File: src/inc/dsos_pkg.sv
package dsos_pkg;

    // widths of the selection and measurement values
    localparam int CODE_W = 7;
    localparam int FREQ_W = 16;   // frequency in 0.01 Hz steps
    localparam int AIN_W  = 14;   // analog level in 0.1 steps, 0.0 .. 1023.0
    localparam int PCT_W  = 16;   // currents and overload in 0.1 % steps
    localparam int NUM_DO = 3;

    // clock and timing
    localparam int CLK_HZ        = 10_000_000;
    localparam int CLK_PERIOD_NS = 100;
    localparam int FREQ_SCALE    = 100;
    localparam logic [31:0] PHASE_LIMIT = 32'(CLK_HZ * FREQ_SCALE);
    localparam int RESET_HOLD_NS = 10_000;
    localparam int HOLD_CYC      = (RESET_HOLD_NS + CLK_PERIOD_NS - 1) / CLK_PERIOD_NS;
    localparam int HOLD_W        = $clog2(HOLD_CYC + 1);

    // overload warning threshold, 50.0 %
    localparam logic [PCT_W-1:0] OL_WARN_LEVEL = 16'h01F4;
    // i(%) > 150 % of ain/1023.0, scaled to integers on both sides
    localparam logic [31:0] PCT_MUL_CUR = 32'h00004FEC;  // 20460
    localparam logic [31:0] PCT_MUL_AIN = 32'h00000BB8;  // 3000

    // function codes
    localparam logic [CODE_W-1:0] FN_OFF       = 7'h00;
    localparam logic [CODE_W-1:0] FN_NOT_RUN   = 7'h01;
    localparam logic [CODE_W-1:0] FN_ALARM     = 7'h04;
    localparam logic [CODE_W-1:0] FN_NO_ALARM  = 7'h05;
    localparam logic [CODE_W-1:0] FN_BRAKING   = 7'h06;
    localparam logic [CODE_W-1:0] FN_RUNNING   = 7'h07;
    localparam logic [CODE_W-1:0] FN_SPA       = 7'h0A;
    localparam logic [CODE_W-1:0] FN_SPEED_NOT_ARRIVE      = 7'h0B;
    localparam logic [CODE_W-1:0] FN_DIR       = 7'h0C;
    localparam logic [CODE_W-1:0] FN_IRMS0     = 7'h0D;
    localparam logic [CODE_W-1:0] FN_TMR_A     = 7'h0E;
    localparam logic [CODE_W-1:0] FN_ZERO      = 7'h0F;
    localparam logic [CODE_W-1:0] FN_NONZERO   = 7'h10;
    localparam logic [CODE_W-1:0] FN_STALL     = 7'h11;
    localparam logic [CODE_W-1:0] FN_TMR_B     = 7'h14;
    localparam logic [CODE_W-1:0] FN_STEP1     = 7'h15;
    localparam logic [CODE_W-1:0] FN_FF1       = 7'h20;
    localparam logic [CODE_W-1:0] FN_FF1_N     = 7'h21;
    localparam logic [CODE_W-1:0] FN_FF2       = 7'h22;
    localparam logic [CODE_W-1:0] FN_FF2_N     = 7'h23;
    localparam logic [CODE_W-1:0] FN_ON        = 7'h26;
    localparam logic [CODE_W-1:0] FN_TMR_A_N   = 7'h28;
    localparam logic [CODE_W-1:0] FN_TMR_B_N   = 7'h29;
    localparam logic [CODE_W-1:0] FN_TMR_C     = 7'h2A;
    localparam logic [CODE_W-1:0] FN_TMR_C_N   = 7'h2B;
    localparam logic [CODE_W-1:0] FN_CLK_X32   = 7'h2C;
    localparam logic [CODE_W-1:0] FN_CLK_X1    = 7'h31;
    localparam logic [CODE_W-1:0] FN_IDC0      = 7'h32;
    localparam logic [CODE_W-1:0] FN_IDC_AIN1  = 7'h33;
    localparam logic [CODE_W-1:0] FN_IRMS_AIN1 = 7'h36;
    localparam logic [CODE_W-1:0] FN_PWR_LIM   = 7'h39;
    localparam logic [CODE_W-1:0] FN_RUN_CMP1  = 7'h46;
    localparam logic [CODE_W-1:0] FN_OL_WARN   = 7'h4E;
    localparam logic [CODE_W-1:0] FN_OL_WARN_N = 7'h4F;
    localparam logic [CODE_W-1:0] FN_CMP1      = 7'h50;
    localparam logic [CODE_W-1:0] FN_ACCEL     = 7'h56;
    localparam logic [CODE_W-1:0] FN_DECEL     = 7'h57;
    localparam logic [CODE_W-1:0] FN_DISCHARGE = 7'h58;
    localparam logic [CODE_W-1:0] FN_FWD       = 7'h5A;
    localparam logic [CODE_W-1:0] FN_REV       = 7'h5B;
    localparam logic [CODE_W-1:0] FN_TMR_C_GATE = 7'h5C;
    localparam logic [CODE_W-1:0] FN_TMR_C_N2  = 7'h5D;

    typedef logic [CODE_W-1:0] dsos_code_t;

    // live drive status sampled by the selector
    typedef struct packed {
        logic                     running;
        logic                     dc_braking;
        logic                     alarm;
        logic                     stalling;
        logic                     power_limit;
        logic                     accelerating;
        logic                     decelerating;
        logic                     discharging;
        logic                     timer_a_out;
        logic                     timer_b_out;
        logic                     timer_c_out;
        logic                     timer_c_enable_input;
        logic                     ff1_q;
        logic                     ff2_q;
        logic [3:0]               auto_step;     // 0 = idle, 1..10 = step
        logic signed [FREQ_W:0]   output_frequency_value;
        logic [FREQ_W-1:0]        set_frequency;
        logic [FREQ_W-1:0]        speed_tolerance_setting;
        logic [PCT_W-1:0]         irms_value;
        logic [PCT_W-1:0]         idc_value;
        logic [PCT_W-1:0]         irms_pct;
        logic [PCT_W-1:0]         idc_pct;
        logic [PCT_W-1:0]         current_threshold_setting;
        logic [PCT_W-1:0]         overload_level;
        logic [3*AIN_W-1:0]       analog_input;       // ain3, ain2, ain1
        logic [3*AIN_W-1:0]       ain_compare_level;  // level3, level2, level1
    } dsos_status_s;

endpackage

File: src/dsos_clkgen.sv
`timescale 1ns/1ps
module dsos_clkgen
    import dsos_pkg::*;
(
    input  wire logic              clk_sys,
    input  wire logic              rst,
    input  wire logic              enable,
    input  wire logic [FREQ_W-1:0] freq_mag,
    input  wire logic [2:0]        mult_shift,
    output logic                   freq_multiple_clock
);

    logic [31:0] acc_q;
    logic [31:0] acc_d;
    logic [31:0] step_w;
    logic [31:0] sum_w;
    logic        wrap_w;

    ////////////////////////////////////////////////////////////////
    // phase accumulator
    // two toggles per period, so the step is twice freq times the multiple
    assign step_w = 32'({freq_mag, 1'b0}) << mult_shift;
    assign sum_w  = acc_q + step_w;
    assign wrap_w = (sum_w >= PHASE_LIMIT);
    assign acc_d  = wrap_w ? sum_w - PHASE_LIMIT : sum_w;

    // parked low while disabled, so a latched clock starts on a clean phase
    always_ff @(posedge clk_sys) begin
        if (rst || !enable) begin
            acc_q               <= '0;
            freq_multiple_clock <= 1'b0;
        end else begin
            acc_q <= acc_d;
            if (wrap_w) begin
                freq_multiple_clock <= ~freq_multiple_clock;
            end
        end
    end
endmodule

File: src/dsos_sel.sv
`timescale 1ns/1ps
module dsos_sel
    import dsos_pkg::*;
#(
    parameter bit CLK_CAPABLE = 1'b0
) (
    input  wire logic          clk_sys,
    input  wire logic          rst,
    input  wire logic          hold,
    input  wire dsos_code_t    code,
    input  wire logic [127:0]  cond,
    input  wire logic          clk_mode,
    input  wire logic          clk_val,
    output logic               q
);

    logic pick_w;
    logic q_d;

    ////////////////////////////////////////////////////////////////
    // only the first output may carry the generated clock
    assign pick_w = (CLK_CAPABLE && clk_mode) ? clk_val : cond[code];
    // forced off through the hold interval
    assign q_d    = hold ? 1'b0 : pick_w;

    always_ff @(posedge clk_sys) begin
        if (rst) begin
            q <= 1'b0;
        end else begin
            q <= q_d;
        end
    end

endmodule

File: src/dsos_top.sv
`timescale 1ns/1ps
// Contract
// - speed-arrive on when |freq - set| within tolerance; off stopped or braking.
// - code 11 is the complement of speed-arrive.
// - code 12 on when signed output frequency is zero or positive.
// - code 13 rms current over threshold; 54-56 rms percent over 150% analog.
// - code 15 on when output frequency below tolerance; 16 complement.
// - code 17 on while running and stalling on current limit.
// - codes 21-30 on while auto run executes steps 1-10.
// - codes 32-35 drive flip-flop 1 and 2 true and inverted.
// - code 38 holds output permanently on.
// - codes 40, 41, 43, 93 drive complements of timers A, B, C.
// - codes 44-49 give square clock at output frequency times 32 down to 1.
// - frequency-multiple clock served only on the first output.
// - entering or leaving clock function on output one takes effect at reset.
// - code 50 bus current over threshold; 51-53 over 150% analog input.
// - code 57 on while in power-limit condition.
// - codes 80-85 analog above/below level; 70-75 also require running.
// - code 78 overload level above 50%; 79 complement.
// - codes 86, 87, 88 accelerating, decelerating, discharging.
// - code 90 running forward, code 91 running reverse.
// - code 92 follows timer C only while its enable input is on.
// - each output has its own independent function code.
// - code 0 holds output permanently off.
// - all outputs forced off for a short interval at reset.
module dsos_top
    import dsos_pkg::*;
(
    input  wire logic              clk_sys,
    input  wire logic              rst,
    input  wire dsos_status_s      sts,
    input  wire dsos_code_t        fn_code_one,
    input  wire dsos_code_t        fn_code_two,
    input  wire dsos_code_t        fn_code_three,
    output logic [NUM_DO-1:0]      status_output_n
);

    if (FREQ_W > 24 || NUM_DO != 3) begin : g_chk
        $error("dsos_top: unsupported width or output count");
    end

    dsos_code_t          code_w [NUM_DO];
    logic [127:0]        cond;
    logic [HOLD_W-1:0]   hold_cnt_q;
    logic                hold_w;
    logic                clk_mode_q;
    logic [2:0]          clk_shift_q;
    logic                gen_clk_w;
    logic                freq_neg_w;
    logic [FREQ_W-1:0]   freq_mag_w;
    logic [FREQ_W-1:0]   speed_diff_w;
    logic                speed_arrive;
    logic                zero_speed;
    logic                dir_fwd_w;
    logic                ol_warn_w;
    logic [2:0]          ain_hi_w;
    logic [2:0]          ain_lo_w;
    logic [2:0]          irms_ain_w;
    logic [2:0]          idc_ain_w;
    logic                code_one_clk_w;

    assign code_w[0] = fn_code_one;
    assign code_w[1] = fn_code_two;
    assign code_w[2] = fn_code_three;

    ////////////////////////////////////////////////////////////////
    // speed and direction measures
    assign freq_neg_w   = sts.output_frequency_value[FREQ_W];
    assign freq_mag_w   = freq_neg_w ? FREQ_W'(-sts.output_frequency_value)
                                     : sts.output_frequency_value[FREQ_W-1:0];
    assign speed_diff_w = (freq_mag_w >= sts.set_frequency)
                        ? freq_mag_w - sts.set_frequency
                        : sts.set_frequency - freq_mag_w;
    // arrival gated by running and not braking
    assign speed_arrive = sts.running && !sts.dc_braking
                        && (speed_diff_w <= sts.speed_tolerance_setting);
    // strictly below tolerance counts as zero
    assign zero_speed   = (freq_mag_w < sts.speed_tolerance_setting);
    assign dir_fwd_w    = !freq_neg_w;
    assign ol_warn_w    = (sts.overload_level > OL_WARN_LEVEL);

    ////////////////////////////////////////////////////////////////
    // analog comparisons, one per analog channel
    for (genvar k = 0; k < 3; k++) begin : g_ain
        logic [AIN_W-1:0] ain_w;
        logic [AIN_W-1:0] lvl_w;
        assign ain_w = sts.analog_input[k*AIN_W +: AIN_W];
        assign lvl_w = sts.ain_compare_level[k*AIN_W +: AIN_W];
        // above and below, equal gives neither
        assign ain_hi_w[k] = (ain_w > lvl_w);
        assign ain_lo_w[k] = (ain_w < lvl_w);
        // rms percent against 150 % of the analog level
        assign irms_ain_w[k] = (32'(sts.irms_pct) * PCT_MUL_CUR) > (32'(ain_w) * PCT_MUL_AIN);
        // bus current percent against 150 % of the analog level
        assign idc_ain_w[k]  = (32'(sts.idc_pct) * PCT_MUL_CUR) > (32'(ain_w) * PCT_MUL_AIN);
    end

    ////////////////////////////////////////////////////////////////
    // condition table indexed by function code; unlisted codes stay off
    always_comb begin
        cond = '0;
        cond[FN_OFF]       = 1'b0;
        cond[FN_NOT_RUN]   = !sts.running && !sts.dc_braking;
        cond[FN_ALARM]     = sts.alarm;
        cond[FN_NO_ALARM]  = !sts.alarm;
        cond[FN_BRAKING]   = sts.dc_braking;
        cond[FN_RUNNING]   = sts.running;
        cond[FN_SPA]       = speed_arrive;
        cond[FN_SPEED_NOT_ARRIVE]      = !speed_arrive;
        cond[FN_DIR]       = dir_fwd_w;
        cond[FN_IRMS0]     = sts.irms_value > sts.current_threshold_setting;
        cond[FN_TMR_A]     = sts.timer_a_out;
        cond[FN_ZERO]      = zero_speed;
        cond[FN_NONZERO]   = !zero_speed;
        cond[FN_STALL]     = sts.running && sts.stalling;
        cond[FN_TMR_B]     = sts.timer_b_out;
        // one code per auto run step
        for (int s = 0; s < 10; s++) begin
            cond[FN_STEP1 + s] = (sts.auto_step == 4'(s + 1));
        end
        cond[FN_FF1]       = sts.ff1_q;
        cond[FN_FF1_N]     = !sts.ff1_q;
        cond[FN_FF2]       = sts.ff2_q;
        cond[FN_FF2_N]     = !sts.ff2_q;
        cond[FN_ON]        = 1'b1;
        cond[FN_TMR_A_N]   = !sts.timer_a_out;
        cond[FN_TMR_B_N]   = !sts.timer_b_out;
        cond[FN_TMR_C]     = sts.timer_c_out;
        cond[FN_TMR_C_N]   = !sts.timer_c_out;
        cond[FN_TMR_C_N2]  = !sts.timer_c_out;
        cond[FN_IDC0]      = sts.idc_value > sts.current_threshold_setting;
        for (int k = 0; k < 3; k++) begin
            cond[FN_IDC_AIN1 + k]       = idc_ain_w[k];
            cond[FN_IRMS_AIN1 + k]      = irms_ain_w[k];
            cond[FN_RUN_CMP1 + 2*k]     = sts.running && ain_hi_w[k];
            cond[FN_RUN_CMP1 + 2*k + 1] = sts.running && ain_lo_w[k];
            cond[FN_CMP1 + 2*k]         = ain_hi_w[k];
            cond[FN_CMP1 + 2*k + 1]     = ain_lo_w[k];
        end
        cond[FN_PWR_LIM]   = sts.power_limit;
        cond[FN_OL_WARN]   = ol_warn_w;
        cond[FN_OL_WARN_N] = !ol_warn_w;
        cond[FN_ACCEL]     = sts.accelerating;
        cond[FN_DECEL]     = sts.decelerating;
        cond[FN_DISCHARGE] = sts.discharging;
        cond[FN_FWD]       = sts.running && dir_fwd_w;
        cond[FN_REV]       = sts.running && !dir_fwd_w;
        // timer C gated by its enable input
        cond[FN_TMR_C_GATE] = sts.timer_c_enable_input && sts.timer_c_out;
    end

    ////////////////////////////////////////////////////////////////
    // reset hold; the counter reloads in reset and runs down after release
    assign hold_w         = (hold_cnt_q != '0);
    assign code_one_clk_w = (fn_code_one >= FN_CLK_X32) && (fn_code_one <= FN_CLK_X1);

    always_ff @(posedge clk_sys) begin
        if (rst) begin
            hold_cnt_q <= HOLD_W'(HOLD_CYC);
        end else if (hold_w) begin
            hold_cnt_q <= hold_cnt_q - 1'b1;
        end
    end

    // clock mode and multiple sampled only while reset is held
    // keeps the pin from jumping into or out of clock mode on a live edit
    always_ff @(posedge clk_sys) begin
        if (rst) begin
            clk_mode_q  <= code_one_clk_w;
            clk_shift_q <= code_one_clk_w ? 3'(FN_CLK_X1 - fn_code_one) : 3'h0;
        end
    end

    ////////////////////////////////////////////////////////////////
    // frequency-multiple clock generator, first output only
    dsos_clkgen u_clkgen (
        .clk_sys             (clk_sys),
        .rst                 (rst),
        .enable              (clk_mode_q && !hold_w),
        .freq_mag            (freq_mag_w),
        .mult_shift          (clk_shift_q),
        .freq_multiple_clock (gen_clk_w)
    );

    // output stages
    for (genvar i = 0; i < NUM_DO; i++) begin : g_do
        dsos_sel #(
            .CLK_CAPABLE (i == 0)
        ) u_sel (
            .clk_sys  (clk_sys),
            .rst      (rst),
            .hold     (hold_w),
            .code     (code_w[i]),
            .cond     (cond),
            .clk_mode (clk_mode_q),
            .clk_val  (gen_clk_w),
            .q        (status_output_n[i])
        );
    end
endmodule

File: config.mk
export PLATFORM = sky130hd
export DESIGN_NAME = dsos_top
export DESIGN_NICKNAME = d
export VERILOG_FILES = /design/src/inc/dsos_pkg.sv /design/src/dsos_clkgen.sv /design/src/dsos_sel.sv /design/src/dsos_top.sv
export SDC_FILE = /design/constraint.sdc
export NUM_CORES = 2
export LEC_CHECK = 0
export ABC_AREA = 0
export CAP_MARGIN = 20
export CORE_MARGIN = 3
export CORE_UTILIZATION = 68
export DETAILED_ROUTE_END_ITERATION = 8
export DONT_BUFFER_PORTS = 1
export GPL_ROUTABILITY_DRIVEN = 0
export GPL_TIMING_DRIVEN = 1
export HOLD_SLACK_MARGIN = 0.08
export PLACE_DENSITY = 0.83
export SYNTH_ARGS = -nofsm -noshare
export SYNTH_HDL_FRONTEND = slang
export SYNTH_SLANG_ARGS = --single-unit
File: constraint.sdc
create_clock -name clk_sys -period 9.9 [get_ports clk_sys]
set_input_delay 0.495 -clock clk_sys [delete_from_list [all_inputs] [get_ports clk_sys]]
set_output_delay 0.495 -clock clk_sys [all_outputs]
set_load 0.05 [all_outputs]
==> metrics.txt <==
status=finished clean; number of library cell types mapped by synthesis=98; Post-Syn Area per Cell=8.25 µm²; max incr delay on CP=0.53 ns; Die Height=221 µm; Primary FF master, synth=dfxtp_1; CTS tree=built; Final Hold Fails=0; via count=26.5k; RSZ-0062 raised after global routing=no; first-pass GRT wire length=131000 µm; Mapped Area=31500 µm²; row count=78; Synth area leader=ha_1; Max Freq=134 MHz; most frequent cells in the layout=902 x inv_1, 672 x ha_1, 365 x fa_1; Most common cell on crit path=fa_1; Worst Path Required=10.11 ns; H-tree Lvls=2; Initial Utilization=69.0%; clock buffer depth=2; Routed wire per std cell=18.4 µm; largest net degree at the start of global routing=27; register bit count reported by yosys=46; CP top delay family=adder cells; CTS sink cnt=46; clk slew on worst S/H paths=0.07 ns; # DRC=0; proportion of layout cells with a drive suffix above 1=1.78%; Worst Max-Slew Pin Slew=1.08 ns; Worst Setup Path Type=in -> reg; # hold bufs at CTS=0; Clock Skews=0.00576 ns; startpoint type of the worst setup path=input port; DPL Wire Length=70600 µm; initial antenna violation count=1; Post-Route WL=80300 µm; placed cells=4348; drt pass-1 iters=5; max-slew headroom at the worst pin=27.9%; total track usage=32.4%; post-CTS setup buffers=0; final worst-path cycle share=75.2%; TritonCTS buffer count=5; Iteration-0 DRC Markers=1853; root buffer cell=clkbuf_16; GR Overflow Total=0; Synth Instances=3816; Maximum Capacitance Violations=0; Die X-Extent=221 µm; most common cell after layout, fill and taps aside=inv_1; PortBufs=0; critical path peak fanout=7; Buf/Inv on CP=4; Die ar.=48900 µm²; Final setup viols=0; Crit. End Element=flip-flop; fin nets=5062; vias in the first global route=26.5k; syn_nets=5123; Post-synth EDFFs=4; Yosys top cell area share=26.7%; Critical Path AT=7.66 ns; Area growth syn-to-layout=2.10%; Core ar.=45600 µm²; Layout Cells excl Fill=4358; ANT nets after route=0; most area-consuming cells after synthesis=ha_1 27%, fa_1 23%, inv_1 11%, a21oi_1 3.3%, xnor2_1 2.8%; sequential area share after synthesis=3.05%; synth warn=0; Ports=273; drt via density=6.07; Clock Latency Late Sink=0.30 ns; Final Max Tran Viols=0; fraction of registers with async set/reset=0%; CP max stage cell=fa_1; Setup Total Neg Slack=0 ns; HP Class=in -> reg; fin crit period=7.44 ns; post-CTS sizing=0
final timing paths:
path / start / endpoint / slack (ns) / cells after the start
setup reg to reg: clk_shift_q[0]$_SDFFCE_PN0P_ / u_clkgen.acc_q[24]$_SDFF_PP0_ / 4.34 / 16
hold / removal: rst / hold_cnt_q[1]$_SDFFE_PP0P_ / 0.26 / 1
setup / recovery: sts[122] / g_do[2].u_sel.q$_SDFF_PP0_ / 2.46 / 29
hold reg to reg: hold_cnt_q[6]$_SDFFE_PP1P_ / hold_cnt_q[6]$_SDFFE_PP1P_ / 0.53 / 1
kinds of logic (layout without fill, tap and decap cells):
family	count (synthesis)	count (layout)	synth area share [%]
xor gates and xnor gates	157	157	4.37
muxes	53	53	1.83
adders and majority gates	1037	1037	49.9
buffers and inverters	979	919	11.8
AOI/OAI and AO/OA	801	801	17.0
DFF	46	46	3.05
other	0	2	0
and+or+nand+nor	743	743	12.0
cells in the mapped netlist, drive strengths merged (10+ instances only):
cell / instances
a211oi: 26
and3: 24
nand2: 157
a21boi: 10
nor2b: 48
a21oi: 210
o31ai: 20
xor2: 56
inv: 903
nand4b: 10
o21bai: 18
nand3: 73
buf: 18
a2111oi: 10
a31oi: 25
o21ai: 153
clkbuf: 56
dfxtp: 42
a211o: 10
or3: 23
nor2: 166
nand2b: 40
o211ai: 30
nor3: 59
nor4: 20
nand4: 53
ha: 672
xnor2: 101
mux2i: 43
a21o: 111
o21a: 52
nor3b: 11
or2: 15
and2: 17
o22ai: 16
fa: 365
flip-flops by register name, indices dropped and copies added, names as in the netlist:
name,count
u_clkgen.acc_q,31
hold_cnt_q,7
clk_shift_q,3
g_do.u_sel.q,3
clk_mode_q,1
u_clkgen.freq_multiple_clock,1
stage by stage:
step	hold slack (ns)	util (%)	area [µm²]	setup WS (ns)
global route	0.252	70.5	32100	1.96
detailed placement	0.510	70.1	32000	2.31
global placement	0.491	70.1	32000	2.38
floorplan	0.439	-	31500	2.84
finish	0.259	70.5	32100	2.46
CTS	0.252	70.5	32100	2.62
cell type report:
cell class                 instances  area [µm²]
tap                              600         751
timing repair buffer               6        45.0
clock inverter                     1        8.76
clock buffer                       7         153
fill                            3681       13500
inverter                         905        3400
sequential                        46         961
antenna                            2        5.00
multi-input combinational       2791       26800
routing by layer:
metal | part of all wire, % | global-route usage [%] | routed length [µm]
met1 | 41 | 42.9 | 33300
met2 | 47 | 54.6 | 37400
met3 | 7.8 | 4.64 | 6270
met4 | 4.1 | 11.4 | 3300
met5 | 0.011 | 0 | 9
Power is not shown: default switching activity piles up to over one toggle a cycle in this logic, so the estimate is an artifact.
